[src/tgc_consts.svh]
// Register offsets, field positions, reset values and bus codes of the timer block
`ifndef TGC_CONSTS_SVH
`define TGC_CONSTS_SVH

`define TGC_ADDR_W 8
`define TGC_OFF_CTRL 8'h00
`define TGC_OFF_CFG 8'h04
`define TGC_OFF_STAT 8'h08
`define TGC_OFF_VALUE 8'h0C
`define TGC_OFF_RELOAD 8'h10
`define TGC_OFF_CAPCMP 8'h14

`define TGC_CTRL_RUN 0
`define TGC_CTRL_RUN_LO 1
`define TGC_CTRL_ONE_PULSE 2
`define TGC_CTRL_GATE_EN 3
`define TGC_CTRL_CPRE 4
`define TGC_CTRL_OE_LSB 5
`define TGC_CTRL_POL_LSB 7
`define TGC_CTRL_IRQ_EN 9

`define TGC_CFG_CS 0
`define TGC_CFG_ESF_LSB 1
`define TGC_CFG_SPLIT 3

`define TGC_STAT_OVF 0
`define TGC_STAT_MATCH 1
`define TGC_STAT_SOVF 2
`define TGC_STAT_SMATCH 3
`define TGC_STAT_IRQ 8

`define TGC_RST_WORD 16'h0000
`define TGC_ESF_NONE 2'h0
`define TGC_ESF_BOTH 2'h3

`define TGC_RESP_OKAY 2'h0
`define TGC_RESP_SLVERR 2'h2

`endif

[src/tgc_pkg.sv]
// Types shared by the timer block
package tgc_pkg;

  typedef enum logic [1:0] {
    TGC_MODE_CMP,
    TGC_MODE_CAP,
    TGC_MODE_CNT,
    TGC_MODE_SPLIT
  } tgc_mode_t;

  typedef enum logic {
    TGC_SS_IDLE,
    TGC_SS_RUN
  } tgc_ss_t;

endpackage

[src/tgc_slice.sv]
// One count/compare step of an auto-reload counter of parameterised width
`timescale 1ns/100ps
module tgc_slice #(
  parameter int W = 8
) (
  // Step request and current state
  input wire logic tick,
  input wire logic [W-1:0] value,
  input wire logic [W-1:0] reload,
  input wire logic [W-1:0] cmp,
  // Next state and events
  output logic [W-1:0] value_d,
  output logic ovf,
  output logic match
);

  always_comb
  begin
    ovf = tick & (&value);
    // A compare word below the reload word is never reached
    match = tick & (value == cmp) & (cmp >= reload);
    if (!tick)
    begin
      value_d = value;
    end
    else if (ovf)
    begin
      value_d = reload;
    end
    else
    begin
      value_d = value + {{(W-1){1'b0}}, 1'b1};
    end
  end

endmodule

[src/tgc_timer.sv]
// Gated/capture/counter timer with split mode and an AXI4-Lite register slave
//
// Contract
// RL1 - Pin gates only when undriven and gate enabled
// RL2 - Gate blocks counting while pin equals polarity
// RL3 - One-pulse runs timer until overflow, then clears
// RL4 - Run plus one-pulse keeps output after pulse
// RL5 - Gated one-pulse waits for gate removal
// RL6 - After gated pulse: run continues, else stop
// RL7 - Compare mode ignores capture/reload enable
// RL8 - Edge field picks rising, falling or both
// RL9 - Capture edge reloads unless gate suppresses edge
// RL10 - Capture mode drives no pin waveform
// RL11 - Capture one-pulse starts on edge, no flag
// RL12 - Polarity picks start/end edge for two edges
// RL13 - Counter mode counts selected pin edges only
// RL14 - Overflow loads reload word, flags, requests interrupt
// RL15 - Match flag only inside reload-to-overflow range
// RL16 - Counter mode: primary input, secondary carries waveform
// RL17 - Polarity reaches pin when drive enable rises
// RL18 - Software never gates or pulses counter mode
// RL19 - Split mode makes two independent byte timers
// RL20 - Split mode routes each byte timer to pin
// RL21 - Pin equals waveform XOR latched polarity
// RL22 - Split gating affects only primary byte timer
// RL23 - Split off and no edges selects compare; code selects counter mode instead when count source select is set
// RL24 - Primary pin synchronised before any use
`timescale 1ns/100ps
`include "tgc_consts.svh"
module tgc_timer (
  // Clock and reset
  input wire logic aclk,
  input wire logic aresetn,
  // AXI4-Lite write address
  input wire logic [`TGC_ADDR_W-1:0] s_axi_awaddr,
  input wire logic s_axi_awvalid,
  output logic s_axi_awready,
  // AXI4-Lite write data
  input wire logic [31:0] s_axi_wdata,
  input wire logic [3:0] s_axi_wstrb,
  input wire logic s_axi_wvalid,
  output logic s_axi_wready,
  // AXI4-Lite write response
  output logic [1:0] s_axi_bresp,
  output logic s_axi_bvalid,
  input wire logic s_axi_bready,
  // AXI4-Lite read address
  input wire logic [`TGC_ADDR_W-1:0] s_axi_araddr,
  input wire logic s_axi_arvalid,
  output logic s_axi_arready,
  // AXI4-Lite read data
  output logic [31:0] s_axi_rdata,
  output logic [1:0] s_axi_rresp,
  output logic s_axi_rvalid,
  input wire logic s_axi_rready,
  // Timer pins
  input wire logic primary_timer_pin,
  output logic primary_timer_pin_val,
  output logic primary_timer_pin_en,
  output logic secondary_timer_pin_val,
  output logic secondary_timer_pin_en,
  // Interrupt request
  output logic timer_irq
);

  // Software state
  logic primary_run_bit_q, secondary_run_bit_q, one_pulse_bit_q, gate_enable_q;
  logic capture_reload_enable_q, timer_irq_enable_q;
  logic [1:0] pin_drive_enables_q, pin_polarity_bits_q;
  logic count_source_select_q, split_mode_bit_q;
  logic [1:0] edge_select_field_q;
  logic [15:0] value_word_q, reload_word_q, capture_compare_word_q;
  logic overflow_flag_q, match_capture_flag_q, secondary_overflow_flag_q;
  logic secondary_match_flag_q;

  // Bus state
  logic [`TGC_ADDR_W-1:0] aw_addr_q;
  logic [31:0] w_data_q;
  logic [3:0] w_strb_q;
  logic aw_full_q, w_full_q;
  logic do_wr;
  logic [32:0] wr_view, rd_view;
  logic [31:0] wd;

  // Pin and timer state
  logic pin_s1_q, pin_s2_q, pin_s3_q;
  logic gated_prev_q;
  logic [1:0] oe_prev_q, pol_eff_q, wave_q, toggle_q;
  tgc_pkg::tgc_ss_t ss_q;
  tgc_pkg::tgc_mode_t mode;

  // Combinational timer terms
  logic rise, fall, sel_edge, start_edge, gate_act, gated, ungate;
  logic tick16, tick_hi, tick_lo;
  logic [15:0] vd16;
  logic [7:0] vd_hi, vd_lo;
  logic ov16, m16, ov_hi, m_hi, ov_lo, m_lo;
  logic cap_start, cap_end, cap_evt, cap_reload, cap_flag, pulse_done;
  logic set_ovf, set_match, set_sovf, set_smatch;
  logic [1:0] oe_rise, toggle_d;

  function automatic logic [31:0] merge(input logic [31:0] old, input logic [31:0] nw,
                                        input logic [3:0] strb);
    logic [31:0] r;
    r = old;
    for (int i = 0; i < 4; i++)
    begin
      if (strb[i])
      begin
        r[i*8 +: 8] = nw[i*8 +: 8];
      end
    end
    return r;
  endfunction

  // Returns {hit, word}; reserved bits read as zero
  function automatic logic [32:0] view(input logic [`TGC_ADDR_W-1:0] a);
    logic [31:0] d;
    logic hit;
    d = 32'h0000_0000;
    hit = 1'b1;
    unique case ({a[`TGC_ADDR_W-1:2], 2'h0})
      `TGC_OFF_CTRL:
      begin
        d[`TGC_CTRL_RUN] = primary_run_bit_q;
        d[`TGC_CTRL_RUN_LO] = secondary_run_bit_q;
        d[`TGC_CTRL_ONE_PULSE] = one_pulse_bit_q;
        d[`TGC_CTRL_GATE_EN] = gate_enable_q;
        d[`TGC_CTRL_CPRE] = capture_reload_enable_q;
        d[`TGC_CTRL_OE_LSB +: 2] = pin_drive_enables_q;
        d[`TGC_CTRL_POL_LSB +: 2] = pin_polarity_bits_q;
        d[`TGC_CTRL_IRQ_EN] = timer_irq_enable_q;
      end
      `TGC_OFF_CFG:
      begin
        d[`TGC_CFG_CS] = count_source_select_q;
        d[`TGC_CFG_ESF_LSB +: 2] = edge_select_field_q;
        d[`TGC_CFG_SPLIT] = split_mode_bit_q;
      end
      `TGC_OFF_STAT:
      begin
        d[`TGC_STAT_OVF] = overflow_flag_q;
        d[`TGC_STAT_MATCH] = match_capture_flag_q;
        d[`TGC_STAT_SOVF] = secondary_overflow_flag_q;
        d[`TGC_STAT_SMATCH] = secondary_match_flag_q;
        d[`TGC_STAT_IRQ] = timer_irq;
      end
      `TGC_OFF_VALUE: d[15:0] = value_word_q;
      `TGC_OFF_RELOAD: d[15:0] = reload_word_q;
      `TGC_OFF_CAPCMP: d[15:0] = capture_compare_word_q;
      default: hit = 1'b0;
    endcase
    return {hit, d};
  endfunction

  // ---------------- AXI4-Lite slave ----------------
  assign do_wr = aw_full_q & w_full_q & ~s_axi_bvalid;
  assign wr_view = view(aw_addr_q);
  assign rd_view = view(s_axi_araddr);
  assign wd = merge(wr_view[31:0], w_data_q, w_strb_q);

  always_ff @(posedge aclk)
  begin
    if (!aresetn)
    begin
      s_axi_awready <= 1'b0;
      aw_full_q <= 1'b0;
      aw_addr_q <= '0;
    end
    else if (s_axi_awvalid && s_axi_awready)
    begin
      s_axi_awready <= 1'b0;
      aw_full_q <= 1'b1;
      aw_addr_q <= s_axi_awaddr;
    end
    else
    begin
      if (do_wr)
      begin
        aw_full_q <= 1'b0;
      end
      s_axi_awready <= ~aw_full_q & ~s_axi_bvalid;
    end
  end

  always_ff @(posedge aclk)
  begin
    if (!aresetn)
    begin
      s_axi_wready <= 1'b0;
      w_full_q <= 1'b0;
      w_data_q <= 32'h0000_0000;
      w_strb_q <= 4'h0;
    end
    else if (s_axi_wvalid && s_axi_wready)
    begin
      s_axi_wready <= 1'b0;
      w_full_q <= 1'b1;
      w_data_q <= s_axi_wdata;
      w_strb_q <= s_axi_wstrb;
    end
    else
    begin
      if (do_wr)
      begin
        w_full_q <= 1'b0;
      end
      s_axi_wready <= ~w_full_q & ~s_axi_bvalid;
    end
  end

  always_ff @(posedge aclk)
  begin
    if (!aresetn)
    begin
      s_axi_bvalid <= 1'b0;
      s_axi_bresp <= `TGC_RESP_OKAY;
    end
    else if (do_wr)
    begin
      s_axi_bvalid <= 1'b1;
      s_axi_bresp <= wr_view[32] ? `TGC_RESP_OKAY : `TGC_RESP_SLVERR;
    end
    else if (s_axi_bready)
    begin
      s_axi_bvalid <= 1'b0;
    end
  end

  always_ff @(posedge aclk)
  begin
    if (!aresetn)
    begin
      s_axi_arready <= 1'b0;
      s_axi_rvalid <= 1'b0;
      s_axi_rdata <= 32'h0000_0000;
      s_axi_rresp <= `TGC_RESP_OKAY;
    end
    else if (s_axi_arvalid && s_axi_arready)
    begin
      s_axi_arready <= 1'b0;
      s_axi_rvalid <= 1'b1;
      s_axi_rdata <= rd_view[31:0];
      s_axi_rresp <= rd_view[32] ? `TGC_RESP_OKAY : `TGC_RESP_SLVERR;
    end
    else if (s_axi_rvalid)
    begin
      s_axi_rvalid <= ~s_axi_rready;
    end
    else
    begin
      s_axi_arready <= 1'b1;
    end
  end

  logic wr_ctrl, wr_cfg, wr_stat, wr_value, wr_reload, wr_capcmp;
  assign wr_ctrl = do_wr & ({aw_addr_q[`TGC_ADDR_W-1:2], 2'h0} == `TGC_OFF_CTRL);
  assign wr_cfg = do_wr & ({aw_addr_q[`TGC_ADDR_W-1:2], 2'h0} == `TGC_OFF_CFG);
  assign wr_stat = do_wr & ({aw_addr_q[`TGC_ADDR_W-1:2], 2'h0} == `TGC_OFF_STAT);
  assign wr_value = do_wr & ({aw_addr_q[`TGC_ADDR_W-1:2], 2'h0} == `TGC_OFF_VALUE);
  assign wr_reload = do_wr & ({aw_addr_q[`TGC_ADDR_W-1:2], 2'h0} == `TGC_OFF_RELOAD);
  assign wr_capcmp = do_wr & ({aw_addr_q[`TGC_ADDR_W-1:2], 2'h0} == `TGC_OFF_CAPCMP);
  // Clears come from written bytes only, so an unstrobed byte never clears a set flag
  logic [3:0] stat_clr;
  assign stat_clr = {4{wr_stat & w_strb_q[0]}} & w_data_q[3:0];

  // ---------------- Pin conditioning ----------------
  // RL24 synchronise primary pin
  always_ff @(posedge aclk)
  begin
    if (!aresetn)
    begin
      pin_s1_q <= 1'b0;
      pin_s2_q <= 1'b0;
      pin_s3_q <= 1'b0;
    end
    else
    begin
      pin_s1_q <= primary_timer_pin;
      pin_s2_q <= pin_s1_q;
      pin_s3_q <= pin_s2_q;
    end
  end

  always_comb
  begin
    // RL23 mode decode
    if (split_mode_bit_q)
      mode = tgc_pkg::TGC_MODE_SPLIT;
    else if (count_source_select_q)
      mode = tgc_pkg::TGC_MODE_CNT;
    else if (edge_select_field_q != `TGC_ESF_NONE)
      mode = tgc_pkg::TGC_MODE_CAP;
    else
      mode = tgc_pkg::TGC_MODE_CMP;
    rise = pin_s2_q & ~pin_s3_q;
    fall = ~pin_s2_q & pin_s3_q;
    // RL8 edge selection
    sel_edge = (edge_select_field_q[0] & rise) | (edge_select_field_q[1] & fall);
    // RL12 start/end edge for two-edge capture
    start_edge = (edge_select_field_q == `TGC_ESF_BOTH)
                 ? (pin_polarity_bits_q[0] ? fall : rise) : sel_edge;
    // RL1 gate only with undriven pin; counter mode has no gating
    gate_act = gate_enable_q & ~pin_drive_enables_q[0] & (mode != tgc_pkg::TGC_MODE_CNT);
    // RL2 block while pin equals polarity
    gated = gate_act & (pin_s2_q == pin_polarity_bits_q[0]);
    ungate = gate_act & gated_prev_q & ~gated;
  end

  // ---------------- Count enables ----------------
  always_comb
  begin
    tick16 = 1'b0;
    tick_hi = 1'b0;
    tick_lo = 1'b0;
    unique case (mode)
      // RL3 RL5 RL6 one-pulse overrides stopped run, gate holds it
      tgc_pkg::TGC_MODE_CMP: tick16 = (primary_run_bit_q | one_pulse_bit_q) & ~gated;
      tgc_pkg::TGC_MODE_CAP:
        tick16 = (primary_run_bit_q | (ss_q == tgc_pkg::TGC_SS_RUN)) & ~gated;
      // RL13 counter advances on selected edges only
      tgc_pkg::TGC_MODE_CNT: tick16 = sel_edge;
      tgc_pkg::TGC_MODE_SPLIT:
      begin
        // RL22 only primary byte timer is gated
        tick_hi = (primary_run_bit_q | one_pulse_bit_q) & ~gated;
        tick_lo = secondary_run_bit_q;
      end
    endcase
  end

  // RL19 split into independent byte timers
  tgc_slice #(.W(16)) u_full (
    .tick(tick16), .value(value_word_q), .reload(reload_word_q),
    .cmp(capture_compare_word_q), .value_d(vd16), .ovf(ov16), .match(m16));
  tgc_slice #(.W(8)) u_high (
    .tick(tick_hi), .value(value_word_q[15:8]), .reload(reload_word_q[15:8]),
    .cmp(capture_compare_word_q[15:8]), .value_d(vd_hi), .ovf(ov_hi), .match(m_hi));
  tgc_slice #(.W(8)) u_low (
    .tick(tick_lo), .value(value_word_q[7:0]), .reload(reload_word_q[7:0]),
    .cmp(capture_compare_word_q[7:0]), .value_d(vd_lo), .ovf(ov_lo), .match(m_lo));

  // ---------------- Capture ----------------
  always_comb
  begin
    // RL11 start on defined edge or removal of gate
    cap_start = (mode == tgc_pkg::TGC_MODE_CAP) & one_pulse_bit_q
                & (ss_q == tgc_pkg::TGC_SS_IDLE) & (start_edge | ungate);
    cap_end = (mode == tgc_pkg::TGC_MODE_CAP) & (ss_q == tgc_pkg::TGC_SS_RUN) & start_edge;
    cap_evt = (mode == tgc_pkg::TGC_MODE_CAP) & sel_edge
              & (primary_run_bit_q | one_pulse_bit_q);
    // RL9 RL12 gating suppresses reload on the opposite edge
    // RL7 reload enable only used in capture mode
    cap_reload = cap_evt & capture_reload_enable_q
                 & ~(gate_act & (pin_polarity_bits_q[0] ? rise : fall));
    // RL11 starting edge raises no flag
    cap_flag = cap_evt & ~cap_start;
    // RL3 one-pulse ends on overflow, or on the end edge in capture mode
    pulse_done = ((mode == tgc_pkg::TGC_MODE_CMP) & ov16)
                 | ((mode == tgc_pkg::TGC_MODE_SPLIT) & ov_hi) | cap_end;
  end

  always_ff @(posedge aclk)
  begin
    if (!aresetn)
      ss_q <= tgc_pkg::TGC_SS_IDLE;
    else if (mode != tgc_pkg::TGC_MODE_CAP || cap_end)
      ss_q <= tgc_pkg::TGC_SS_IDLE;
    else if (cap_start)
      ss_q <= tgc_pkg::TGC_SS_RUN;
  end

  always_ff @(posedge aclk)
  begin
    if (!aresetn)
      gated_prev_q <= 1'b0;
    else
      gated_prev_q <= gated;
  end

  // ---------------- Software registers ----------------
  always_ff @(posedge aclk)
  begin
    if (!aresetn)
    begin
      primary_run_bit_q <= 1'b0;
      secondary_run_bit_q <= 1'b0;
      gate_enable_q <= 1'b0;
      capture_reload_enable_q <= 1'b0;
      pin_drive_enables_q <= 2'h0;
      pin_polarity_bits_q <= 2'h0;
      timer_irq_enable_q <= 1'b0;
    end
    else if (wr_ctrl)
    begin
      primary_run_bit_q <= wd[`TGC_CTRL_RUN];
      secondary_run_bit_q <= wd[`TGC_CTRL_RUN_LO];
      gate_enable_q <= wd[`TGC_CTRL_GATE_EN];
      capture_reload_enable_q <= wd[`TGC_CTRL_CPRE];
      pin_drive_enables_q <= wd[`TGC_CTRL_OE_LSB +: 2];
      pin_polarity_bits_q <= wd[`TGC_CTRL_POL_LSB +: 2];
      timer_irq_enable_q <= wd[`TGC_CTRL_IRQ_EN];
    end
  end

  // Software write wins over the hardware clear of the same cycle
  always_ff @(posedge aclk)
  begin
    if (!aresetn)
      one_pulse_bit_q <= 1'b0;
    else if (wr_ctrl)
      one_pulse_bit_q <= wd[`TGC_CTRL_ONE_PULSE];
    else if (pulse_done)
      one_pulse_bit_q <= 1'b0;
  end

  always_ff @(posedge aclk)
  begin
    if (!aresetn)
    begin
      count_source_select_q <= 1'b0;
      edge_select_field_q <= 2'h0;
      split_mode_bit_q <= 1'b0;
    end
    else if (wr_cfg)
    begin
      count_source_select_q <= wd[`TGC_CFG_CS];
      edge_select_field_q <= wd[`TGC_CFG_ESF_LSB +: 2];
      split_mode_bit_q <= wd[`TGC_CFG_SPLIT];
    end
  end

  always_ff @(posedge aclk)
  begin
    if (!aresetn)
      value_word_q <= `TGC_RST_WORD;
    else if (wr_value)
      value_word_q <= wd[15:0];
    else if (mode == tgc_pkg::TGC_MODE_SPLIT)
      value_word_q <= {vd_hi, vd_lo};
    else if (cap_reload)
      value_word_q <= reload_word_q;
    else
      // RL14 overflow loads reload word
      value_word_q <= vd16;
  end

  always_ff @(posedge aclk)
  begin
    if (!aresetn)
      reload_word_q <= `TGC_RST_WORD;
    else if (wr_reload)
      reload_word_q <= wd[15:0];
  end

  always_ff @(posedge aclk)
  begin
    if (!aresetn)
      capture_compare_word_q <= `TGC_RST_WORD;
    else if (wr_capcmp)
      capture_compare_word_q <= wd[15:0];
    else if (cap_evt)
      capture_compare_word_q <= value_word_q;
  end

  // ---------------- Flags and interrupt ----------------
  always_comb
  begin
    set_ovf = (mode == tgc_pkg::TGC_MODE_SPLIT) ? ov_hi : ov16;
    // RL15 range check lives in the slice compare
    set_match = (mode == tgc_pkg::TGC_MODE_SPLIT) ? m_hi
              : (((mode != tgc_pkg::TGC_MODE_CAP) & m16) | cap_flag);
    set_sovf = (mode == tgc_pkg::TGC_MODE_SPLIT) & ov_lo;
    set_smatch = (mode == tgc_pkg::TGC_MODE_SPLIT) & m_lo;
  end

  // RL14 flags: hardware set wins over write-one-to-clear
  always_ff @(posedge aclk)
  begin
    if (!aresetn)
    begin
      overflow_flag_q <= 1'b0;
      match_capture_flag_q <= 1'b0;
      secondary_overflow_flag_q <= 1'b0;
      secondary_match_flag_q <= 1'b0;
    end
    else
    begin
      overflow_flag_q <= set_ovf | (overflow_flag_q & ~stat_clr[`TGC_STAT_OVF]);
      match_capture_flag_q <= set_match
                              | (match_capture_flag_q & ~stat_clr[`TGC_STAT_MATCH]);
      secondary_overflow_flag_q <= set_sovf
                              | (secondary_overflow_flag_q & ~stat_clr[`TGC_STAT_SOVF]);
      secondary_match_flag_q <= set_smatch
                              | (secondary_match_flag_q & ~stat_clr[`TGC_STAT_SMATCH]);
    end
  end

  always_ff @(posedge aclk)
  begin
    if (!aresetn)
      timer_irq <= 1'b0;
    else
      timer_irq <= timer_irq_enable_q & (overflow_flag_q | match_capture_flag_q
                   | secondary_overflow_flag_q | secondary_match_flag_q);
  end

  // ---------------- Waveform and pins ----------------
  assign oe_rise = pin_drive_enables_q & ~oe_prev_q;
  // Match at overflow gives a single toggle because both events merge here
  assign toggle_d = (mode == tgc_pkg::TGC_MODE_SPLIT) ? {ov_lo | m_lo, ov_hi | m_hi}
                  : {2{(ov16 | m16) & (mode != tgc_pkg::TGC_MODE_CAP)}};

  // RL17 RL21 polarity latched when drive enable rises, waveform restarts
  always_ff @(posedge aclk)
  begin
    if (!aresetn)
    begin
      oe_prev_q <= 2'h0;
      pol_eff_q <= 2'h0;
      toggle_q <= 2'h0;
      wave_q <= 2'h0;
    end
    else
    begin
      oe_prev_q <= pin_drive_enables_q;
      toggle_q <= toggle_d;
      for (int n = 0; n < 2; n++)
      begin
        if (oe_rise[n])
        begin
          pol_eff_q[n] <= pin_polarity_bits_q[n];
          wave_q[n] <= 1'b0;
        end
        else
        begin
          wave_q[n] <= wave_q[n] ^ toggle_q[n];
        end
      end
    end
  end

  // RL4 output follows the running timer after the pulse clears
  always_ff @(posedge aclk)
  begin
    if (!aresetn)
    begin
      primary_timer_pin_val <= 1'b0;
      primary_timer_pin_en <= 1'b0;
      secondary_timer_pin_val <= 1'b0;
      secondary_timer_pin_en <= 1'b0;
    end
    else
    begin
      primary_timer_pin_val <= wave_q[0] ^ pol_eff_q[0];
      secondary_timer_pin_val <= wave_q[1] ^ pol_eff_q[1];
      // RL10 RL16 RL20 pin routing per mode
      primary_timer_pin_en <= pin_drive_enables_q[0]
                              & (mode != tgc_pkg::TGC_MODE_CAP)
                              & (mode != tgc_pkg::TGC_MODE_CNT);
      secondary_timer_pin_en <= pin_drive_enables_q[1] & (mode != tgc_pkg::TGC_MODE_CAP);
    end
  end

endmodule

[config.mk]
export PLATFORM = sky130hd
export DESIGN_NAME = tgc_timer
export DESIGN_NICKNAME = d
export VERILOG_FILES = /design/src/tgc_pkg.sv /design/src/tgc_slice.sv /design/src/tgc_timer.sv
export VERILOG_INCLUDE_DIRS = /design/src
export SDC_FILE = /design/constraint.sdc
export NUM_CORES = 1
export LEC_CHECK = 0
export ABC_AREA = 0
export CAP_MARGIN = 30
export CELL_PAD_IN_SITES_DETAIL_PLACEMENT = 1
export CELL_PAD_IN_SITES_GLOBAL_PLACEMENT = 2
export CORE_ASPECT_RATIO = 1.5
export CORE_MARGIN = 4
export CORE_UTILIZATION = 34
export DETAILED_ROUTE_END_ITERATION = 7
export DONT_BUFFER_PORTS = 1
export PLACE_DENSITY = 0.74
export SLEW_MARGIN = 5
export SYNTH_ARGS = -nofsm -noshare
export SYNTH_HDL_FRONTEND = slang
export SYNTH_SLANG_ARGS = --single-unit
[constraint.sdc]
create_clock -name aclk -period 2.2 [get_ports aclk]
set_input_delay 0.11 -clock aclk [delete_from_list [all_inputs] [get_ports aclk]]
set_output_delay 0.11 -clock aclk [all_outputs]
set_load 0.01 [all_outputs]
==> impl_results.md, run 1 <==
- Number of DRC markers in iteration 0: 478
- Net Sw Power: 1.39 mW
- Setup TNS: 0 ns
- Number of max-cap violations: 0
- Port-buffer cells: 0
- Grt ovf: 0
- Clock Tree Buf Depth: 2
- Clock power share: 49.4%
- Hold slack: 0.0923 ns
- Drt pass-1 iters: 4
- Initial Util: 34.7%
- Number of nets in the layout: 1227
- RR Endpoint: value_word_q[12]$_SDFFE_PN0P_
- Most frequent CP cell: buf_4
- Die height: 196 um
- TritonCTS clock tree: done
- Register share of total power: 42.9%
- Hpwl dp: 23400 um
- Die Area: 26200 um2
- Drt via density: 5.49
- Routed WL: 32700 um
- LEAKAGE: 4.56 nW
- Worst-path fanout max: 6
- EDFF count, synth: 0
- Area occupied by multi-input gates: 5060 um2
- Reg2Reg Depth: 11
- Crit end category: flop
- RR Startpoint: pin_s2_q$_SDFF_PN0_
- Final Hold Fails: 0
- Row Count: 68
- Sw Share: 23.7%
- Area Growth Syn to Fin: 33.2%
- Critical-path top delay cell: dfxtp_4
- Worst R2R Setup Slack: 0.05 ns
- Hold Crit Start: aresetn
- WP data required: 2.52 ns
- Fin cells: 1474
- PwrDens: 547 nW/um2
- DP Area: 9060 um2
- N_diodes: 0
- Synth unique cells: 66
- CP peak stage delay: 0.36 ns
- Worst rel slew slack: 48.4%
- Reg clk slew, reported paths: 0.06 ns
- Family with the most delay on the worst path: simple AND/OR/NAND/NOR gates
- VDD IR max: 0.501 mV
- Global-route wire length before repair: 49100 um
- Pins Over Slew Limit: 0
- Post-synthesis async set-or-reset flop share: 0%
- Reg area: 2670 um2
- Post-Syn Area per Cell: 8.05 um2
- Register area share after synthesis: 33.2%
- Comb pwr share: 7.7%
- FMAX: 0.466 GHz
- Post-place setup slack: -0.109 ns
- Critical path type: flop to flop
- Syn Std Cell Area: 8020 um2
- Number of global-route vias before repair: 8537
- Initial antenna violation count: 0
- Final period utilization: 97.6%
- Synth Instances: 996
- CTS H-tree lvls: 4
- Min Clock Period, post-route: 2.15 ns
- YS warnings: 0
- Clock root cell: clkbuf_16
- Share of cells above drive strength 1: 18.6%
- Worst Path Arrival: 2.46 ns
- HP Class: input port to flop
- # fillers: 2821
- Ports: 106
- RSZ-0062 raised after global routing: true
- Die W: 133 um
- Largest net degree at the start of global routing: 135
- Final Wtd Congestion: 0.894
- Worst Hold End: primary_timer_pin_en$_SDFF_PN0_
- Dpl cells: 1362
- CTS Buf Count: 17
- DR WL/cell: 22.2 um
- Final setup viols: 0
- Clock Latency Late Sink: 0.43 ns
- Core area: 23100 um2
- Hold path depth: 2
- Int Power: 4.46 mW
- Synth Flop Type: dfxtp_1
- DR DRC count: 0
- Worst Setup Start Kind: flop
- Antenna-violating nets left: 0
- Design area: 10700 um2
- Synthesized flop and latch total: 133
- Crit path buf inv count: 3
- CP cell instances: xor2_1, and3b_1, nor3b_2, buf_4, and3_4, buf_4, buf_4, a221o_1, nand2_1, o31a_1, o22ai_1
- Slew @ Worst Pin: 0.771 ns
- Setup Skew: 0.0122 ns
- Total GRT Usage: 24.6%
- Clock sinks: 133
- Via Count: 8090
- Status: completed
- Final WS setup: 0.0538 ns
power by group through the flow:
stage	sequential (mW)	clock, mW	combinational [mW]
after detailed placement	2.56	0	0.318
after floorplan	2.55	0	0.254
after global placement	2.56	0	0.313
after global routing	2.51	3.03	0.480
after CTS	2.51	2.95	0.403
final	2.51	2.89	0.449
stage by stage:
step	power, mW	util [%]
after floorplan	2.80	-
final	5.84	46.1
after detailed placement	2.88	39.1
after global placement	2.87	39.1
after CTS	5.86	45.2
after global routing	6.02	46.1
flip-flops by register name (all words and copies together), names as in the netlist, 2 cells and up:
signal / cells
w_strb_q: 2
edge_select_field_q: 2
w_data_q: 16
s_axi_rdata: 16
value_word_q: 16
pol_eff_q: 2
aw_addr_q: 6
toggle_q: 2
wave_q: 2
pin_polarity_bits_q: 2
reload_word_q: 16
capture_compare_word_q: 16
oe_prev_q: 2
pin_drive_enables_q: 2
worst max-delay path by stage:
stage | start | to | depth (start not counted)
2_1_floorplan | aw_addr_q[7]$_SDFFE_PN0P_ | pin_drive_enables_q[0]$_SDFFE_PN0P_ | 10
3_3_place_gp | aw_addr_q[7]$_SDFFE_PN0P_ | value_word_q[2]$_SDFFE_PN0P_ | 10
3_5_place_dp | aw_addr_q[7]$_SDFFE_PN0P_ | value_word_q[2]$_SDFFE_PN0P_ | 10
4_1_cts | edge_select_field_q[0]$_SDFFE_PN0P_ | value_word_q[9]$_SDFFE_PN0P_ | 8
5_1_grt | pin_s3_q$_SDFF_PN0_ | value_word_q[12]$_SDFFE_PN0P_ | 9
6_report | pin_s2_q$_SDFF_PN0_ | value_word_q[12]$_SDFFE_PN0P_ | 11
cells by family (layout without fill, tap and decap cells):
kind of cell,after synthesis,in the layout,share of synthesized area (%)
xor gates and xnor gates,40,40,4.37
muxes,61,61,8.04
buffers and inverters,122,268,7.05
and+or+nand+nor,365,365,21.7
other,1,18,0.0468
AOI/OAI and AO/OA,255,255,22.6
adders and majority gates,19,19,2.96
DFF,133,133,33.2
cells in the mapped netlist (5+ instances only):
| library cell | number | share of area, % |
|---|---|---|
| nand2_1 | 170 | 8.0 |
| dfxtp_1 | 133 | 33 |
| mux2i_1 | 55 | 6.9 |
| nor2_1 | 52 | 2.4 |
| clkbuf_1 | 49 | 2.3 |
| o21ai_0 | 40 | 2.5 |
| a21boi_0 | 36 | 3.4 |
| a21oi_1 | 36 | 2.2 |
| inv_1 | 25 | 1.2 |
| nor2b_1 | 25 | 2.0 |
| o211a_1 | 25 | 3.1 |
| nand3_1 | 24 | 1.5 |
| a22oi_1 | 23 | 2.2 |
| and2_1 | 22 | 1.7 |
| buf_2 | 22 | 1.4 |
| buf_4 | 21 | 2.0 |
| xnor2_1 | 21 | 2.3 |
| ha_1 | 19 | 3.0 |
| xor2_1 | 19 | 2.1 |
| o211ai_1 | 18 | 1.7 |
| o22ai_1 | 11 | 0.86 |
| a31oi_1 | 10 | 0.78 |
| and3_1 | 10 | 0.78 |
| a221oi_1 | 9 | 0.98 |
| nand4_1 | 9 | 0.70 |
| nor3_1 | 9 | 0.56 |
| nor3b_1 | 8 | 0.75 |
| nand2b_1 | 7 | 0.55 |
| a21o_1 | 6 | 0.56 |
| nand3b_1 | 6 | 0.56 |
| o221ai_1 | 6 | 0.66 |
| a221o_1 | 5 | 0.62 |
| o31a_1 | 5 | 0.55 |
layout by cell type (no fill, tap or decap), drive strengths merged, types with 10 or more instances in the layout:
master,n
buf,136
o211a,25
and2,22
a22oi,23
nor3,12
a21oi,36
clkbuf,19
o21ai,42
and3,10
a21boi,38
nor2b,25
o211ai,18
a31oi,10
inv,25
ha,19
dlygate4sd3,77
nand2,171
mux2i,56
o22ai,11
nand3,24
conb,18
xnor2,21
nor2,52
dfxtp,133
xor2,19
metal layers:
layer | vias to the layer above | GRT usage, % | part of all wire (%)
li1 | 3779 | - | -
met4 | 0 | 15.3 | 7.1
met1 | 4041 | 25.8 | 37
met2 | 185 | 45.6 | 53
met3 | 85 | 3.49 | 2.7
met5 | - | 0 | 0
cell type report:
type	instances	area share, %
Timing Repair Buffer	213	17.7
Clock buffer	19	4.15
Inverter	25	0.879
Clock inverter	11	1.27
Multi-Input combinational cell	758	47.3
Sequential cell	133	25.0
Tap cell	315	3.69
timing repair:
| action | in CTS | in global routing |
|---|---|---|
| hold endpoints to repair | 132 | 70 |
| setup buffers | 0 | 4 |
| hold buffers | 77 | 1 |
| pin swaps | 0 | 13 |
| setup endpoints to repair | 23 | 44 |
| resized for setup | 12 | 39 |
No activity file was read; power rests on OpenSTA's default activity.
==> inputs of run 2 (changes only) <==
==> constraint.sdc (replaced) <==
create_clock -name aclk -period 2.2 [get_ports aclk]
set_input_delay 0.33 -clock aclk [delete_from_list [all_inputs] [get_ports aclk]]
set_output_delay 0.33 -clock aclk [all_outputs]
set_load 0.01 [all_outputs]
==> run 2 against run 1 <==
Effect of this change: sequential cell count is the same; global-route usage shrank 0.85 points; cell area shrank 7.0%; register-to-register slack is essentially flat; clock power grew 5%; clock-buffer cell count grew 1; sequential power is essentially flat; clock skew shrank 0.0017 ns; fmax shrank 0.29%; critical endpoint is now toggle_q[0]$_SDFF_PN0_.
==> impl_results.md, run 2 (same netlist as run 1, synthesis figures left out) <==
- Status: completed
- CTS Buf Count: 17 (unchanged)
- Min Clock Period, post-route: 2.15 ns (+0.00615 ns)
- HP Class: input port to flop
- Most common cell after layout, fill and taps aside: nand2_1
- Total GRT Usage: 23.7% (-0.85 points)
- Pins Over Slew Limit: 0 (unchanged)
- CP peak stage delay: 0.38 ns (+0.02 ns)
- Clock Latency Late Sink: 0.44 ns (about the same)
- Reg clk slew, reported paths: 0.06 ns (about the same)
- Number of max-cap violations: 0 (unchanged)
- CP cell instances: ha_4, nand2b_4, a21o_1, a211oi_2, o31a_1, o211ai_1, nand4_1, a21oi_2, o31a_1
- Clock Tree Buf Depth: 2 (unchanged)
- Setup TNS: 0 ns (unchanged)
- Final Hold Fails: 0 (unchanged)
- Family with the most delay on the worst path: compound AO/OA/AOI/OAI gates
- CTS H-tree lvls: 4 (unchanged)
- Grt ovf: 0 (unchanged)
- Core area: 23100 um2 (unchanged)
- Drt pass-1 iters: 4 (unchanged)
- RSZ-0062 raised after global routing: true
- Initial antenna violation count: 0 (unchanged)
- WP data required: 2.53 ns (about the same)
- Worst-path fanout max: 2 (-4)
- Met2 routed wirelength: 16500 um (-5.1%)
- Final period utilization: 97.8% (+0.28 points)
- Ports: 106 (unchanged)
- DR WL/cell: 22.3 um (+0.35%)
- Global-route wire length before repair: 46900 um (-4.4%)
- Initial Util: 34.7% (unchanged)
- Number of DRC markers in iteration 0: 401 (-16%)
- Power Total: 5.87 mW (+0.47%)
- Antenna-violating nets left: 0 (unchanged)
- Design area: 9940 um2 (-7.0%)
- Number of nets in the layout: 1149 (-6.4%)
- Worst Setup Start Kind: flop
- Final setup viols: 0 (unchanged)
- Area Growth Syn to Fin: 23.9%
- VDD IR max: 0.537 mV (+7.0%)
- Top Layer Used: met4
- Die W: 133 um (unchanged)
- Share of cells above drive strength 1: 20.3% (+1.7 points)
- Most frequent CP cell: o31a_1
- Number of global-route vias before repair: 7994 (-6.4%)
- Worst rel slew slack: 56.6% (+8.1 points)
- LEAKAGE: 4.11 nW (-9.8%)
- FMAX: 0.465 GHz (-0.29%)
- Hpwl dp: 23000 um (-1.3%)
- Die Area: 26200 um2 (unchanged)
- Routed WL: 31200 um (-4.8%)
- PwrDens: 591 nW/um2 (+8.0%)
- Die height: 196 um (unchanged)
- Critical path type: flop to flop
- Critical-path top delay cell: dfxtp_1
- DRT met1 WL: 11700 um (-3.9%)
- DP Area: 9030 um2 (-0.30%)
- Worst Path Arrival: 2.49 ns (+0.03 ns)
- Drt via density: 5.51 (+0.38%)
- Clock root cell: clkbuf_16
- Row Count: 68 (unchanged)
- Most frequent cells in the layout: nand2_1 (168), dfxtp_1 (129), buf_4 (125), mux2i_1 (52), nor2_1 (51)
- Slew @ Worst Pin: 0.650 ns (-0.121 ns)
- N_diodes: 0 (unchanged)
- Setup Skew: 0.0105 ns (-0.00166 ns)
- Final core utilization: 42.9% (-3.2 points)
- TritonCTS clock tree: done
- Met3 WL: 848 um (-4.7%)
- Crit end category: flop
- Hold slack: 0.0253 ns (-0.0670 ns)
- Final Wtd Congestion: 0.909 (+1.7%)
- Port-buffer cells: 0 (unchanged)
- Largest net degree at the start of global routing: 135 (unchanged)
- Clock sinks: 133 (unchanged)
- Via Count: 7702 (-4.8%)
- DR DRC count: 0 (unchanged)
- Crit path buf inv count: 0 (-3)
run 2: layout make-up:
class                   count  area (um2)
fillers                  2798       13200
multi-input cells         758        5070
clock buffers              20         467
repair buffers            135        1090
flip-flops and latches    133        2670
inverters                  25        93.8
well taps                 315         394
clock inverters            12         153
run 2: timing repair:
action | 4_1_cts | 5_1_grt
gates resized for setup | 11 | 46
setup endpoints to repair | 21 | 34
endpoints found under the hold margin | 1 | 0
hold buffers | 1 | 0
pin swaps | 2 | 14
buffers inserted | 0 | 5
run 2: worst paths after layout:
check	startpoint	end	slack [ns]	depth (start not counted)
worst max-delay path	reload_word_q[0]$_SDFFE_PN0P_	toggle_q[0]$_SDFF_PN0_	0.05	9
worst min-delay path	aresetn	pin_s1_q$_SDFF_PN0_	0.03	1
worst max register to register	reload_word_q[0]$_SDFFE_PN0P_	toggle_q[0]$_SDFF_PN0_	0.05	9
worst min register to register	w_data_q[4]$_SDFFE_PN0P_	w_data_q[4]$_SDFFE_PN0P_	0.46	2
run 2: power by group:
group,internal (mW),switching [mW]
clock,1.87,1.16
sequential,2.46,0.0510
combinational,0.141,0.193
run 2: routing by layer:
layer / vias up / track usage, %
met5: - / 0
met4: 0 / 15.9
met3: 78 / 4.05
met2: 171 / 43.3
met1: 3824 / 24.6
li1: 3629 / -
run 2: through the flow:
step | worst slack [ns] | instances
after global routing | -0.0593 | 1398
after floorplan | 0.0572 | 1013
after detailed placement | -0.137 | 1360
final | 0.0477 | 1398
after CTS | 0.0172 | 1393
after global placement | -0.0669 | 1360
==> inputs of run 3 (changes only) <==
--- a/config.mk
+++ b/config.mk
@@ -12,10 +12,10 @@
 export CELL_PAD_IN_SITES_GLOBAL_PLACEMENT = 2
 export CORE_ASPECT_RATIO = 1.5
 export CORE_MARGIN = 4
-export CORE_UTILIZATION = 34
+export CORE_UTILIZATION = 25
 export DETAILED_ROUTE_END_ITERATION = 7
 export DONT_BUFFER_PORTS = 1
-export PLACE_DENSITY = 0.74
+export PLACE_DENSITY = 0.57
 export SLEW_MARGIN = 5
 export SYNTH_ARGS = -nofsm -noshare
 export SYNTH_HDL_FRONTEND = slang
==> run 3 against run 2 <==
Effect of this change: sequential power about the same; first-iteration DRC count shrank 29%; critical endpoint is now value_word_q[12]$_SDFFE_PN0P_; sequential cell count is the same; largest cell class unchanged; hold slack better by 0.0022 ns; register-to-register slack about the same; routed wire length increased by 9.7%; clock-buffer cell count grew 1.
==> impl_results.md, run 3 (same netlist as run 1, synthesis figures left out) <==
- Worst Path Arrival: 2.54 ns (+0.05 ns)
- Critical path depth: 9 (unchanged)
- Row Count: 80 (+18%)
- Worst rel slew slack: 52.6% (-4.0 points)
- LEAKAGE: 4.26 nW (+3.5%)
- Sw Share: 24.0% (+0.026 points)
- Family with the most delay on the worst path: compound AO/OA/AOI/OAI gates
- Clock power share: 51.3% (-0.3 points)
- Reg clk slew, reported paths: 0.06 ns (about the same)
- Final Wtd Congestion: 0.899 (-1.1%)
- Grt ovf: 0 (unchanged)
- Final Hold Fails: 0 (unchanged)
- Initial Util: 25.3% (-9.4 points)
- Net Sw Power: 1.40 mW (-0.80%)
- FMAX: 0.462 GHz (-0.65%)
- Port-buffer cells: 0 (unchanged)
- PwrDens: 567 nW/um2 (-4.1%)
- Min Clock Period, post-route: 2.17 ns (+0.0140 ns)
- CP cell instances: nand3b_1, a2111oi_4, nand3_2, o21a_1, buf_6, nor2_2, a21oi_1, o31a_1, o22ai_1
- Final setup viols: 0 (unchanged)
- Worst R2R Setup Slack: 0.03 ns (about the same)
- Initial antenna violation count: 0 (unchanged)
- Int Power: 4.42 mW (-0.94%)
- Number of global-route vias before repair: 8163 (+2.1%)
- Critical-path top delay cell: a2111oi_4
- CP peak stage delay: 0.48 ns (+0.10 ns)
- Total GRT Usage: 19.6% (-4.1 points)
- Routed WL: 34200 um (+9.7%)
- Worst-path fanout max: 9 (+7)
- Register share of total power: 43.1% (+0.4 points)
- Share of cells above drive strength 1: 22.7% (+2.3 points)
- Comb pwr share: 5.6% (about the same)
- Antenna-violating nets left: 0 (unchanged)
- Status: completed
- Via Count: 7701 (-0.013%)
- Reg2Reg Depth: 9 (unchanged)
- Power Total: 5.82 mW (-0.90%)
- Critical path type: flop to flop
- Clock Tree Buf Depth: 2 (unchanged)
- Setup Skew: 0.0115 ns (+0.000970 ns)
- Hpwl dp: 26000 um (+13%)
- Hold slack: 0.0275 ns (+0.00221 ns)
- Most common cell after layout, fill and taps aside: nand2_1
- Clock sinks: 133 (unchanged)
- CTS Buf Count: 17 (unchanged)
- Crit path buf inv count: 1 (+1)
- HP Class: input port to flop
- Die Area: 35100 um2 (+34%)
- WP data required: 2.57 ns (+0.04 ns)
- N_diodes: 0 (unchanged)
- RSZ-0062 raised after global routing: true
- Final period utilization: 98.5% (+0.64 points)
- Core area: 31700 um2 (+37%)
- Clock Latency Late Sink: 0.45 ns (about the same)
- Ports: 106 (unchanged)
- Clock root cell: clkbuf_16
- CTS H-tree lvls: 4 (unchanged)
- Slew @ Worst Pin: 0.709 ns (+0.0591 ns)
- Dpl cells: 1483 (+9.0%)
- VDD IR max: 0.310 mV (-42%)
- Die height: 227 um (+16%)
- Area Growth Syn to Fin: 28.0%
- Crit end category: flop
- Most frequent cells in the layout: nand2_1 (168), buf_4 (152), dfxtp_1 (126), mux2i_1 (53), nor2_1 (48)
- DR DRC count: 0 (unchanged)
- Drt via density: 5.06 (-8.2%)
- TritonCTS clock tree: done
- Hold path depth: 1 (unchanged)
- Worst Setup Start Kind: flop
- Global-route wire length before repair: 50900 um (+8.4%)
- Largest net degree at the start of global routing: 135 (unchanged)
- Drt pass-1 iters: 4 (unchanged)
- Die W: 154 um (+16%)
- Number of max-cap violations: 0 (unchanged)
- Number of nets in the layout: 1179 (+2.6%)
- DR WL/cell: 22.5 um (+0.79%)
- Number of DRC markers in iteration 0: 286 (-29%)
- Pins Over Slew Limit: 0 (unchanged)
- # fillers: 3747 (+34%)
- Fin cells: 1522 (+8.9%)
run 3: cell types whose count changed in the layout (fill, tap and decap cells not counted), sizes merged:
cell      delta
buf         +30
clkinvlp     -2
clkbuf       +1
run 3: cell type report:
cell class	instances	area [um2]	share of cell area, %
multi-input cells	758	5080	49.5
clock buffers	21	460	4.49
repair buffers	165	1320	12.8
clock inverters	10	130	1.27
inverters	25	93.8	0.914
well taps	410	513	5.00
flip-flops and latches	133	2670	26.1
run 3: power by group through the flow:
stage	logic, mW	registers [mW]	clock network, mW
global route	0.361	2.51	3.15
finish	0.328	2.51	2.98
floorplan	0.254	2.55	0
CTS	0.327	2.51	3.07
detailed placement	0.319	2.56	0
global placement	0.314	2.56	0
run 3: layer usage:
metal  global-route usage, %  wire (um)  up-vias
li1                        -          -     3701
met1                    20.2      12700     3829
met5                       0          0        -
met2                    37.6      18900      121
met4                    10.8       1760        0
met3                    2.97        816       50
run 3: path summary, 6_finish.rpt:
path                                   end                start
min                    pin_s1_q$_SDFF_PN0_    primary_timer_pin
min reg2reg            pin_s2_q$_SDFF_PN0_  pin_s1_q$_SDFF_PN0_
max          value_word_q[12]$_SDFFE_PN0P_  pin_s2_q$_SDFF_PN0_
max reg2reg  value_word_q[12]$_SDFFE_PN0P_  pin_s2_q$_SDFF_PN0_
run 3: repair_timing:
action                                  CTS  global route
resized for setup                        18            48
buffers inserted                          0             8
pin swaps                                 1            15
endpoints found under the setup margin   37            39
endpoints found under the hold margin     1             0
hold buffers                              1             0
run 3: stage by stage:
step                      setup slack [ns]  area [um2]  utilization [%]  TNS (ns)
after floorplan                     0.0572        8080                -         0
after global placement             -0.0867        9350             29.5     -1.33
after detailed placement            -0.119        9350             29.5     -2.01
after CTS                         0.000961       10000             31.6         0
after global routing               -0.0582       10300             32.3    -0.286
final                               0.0337       10300             32.3         0
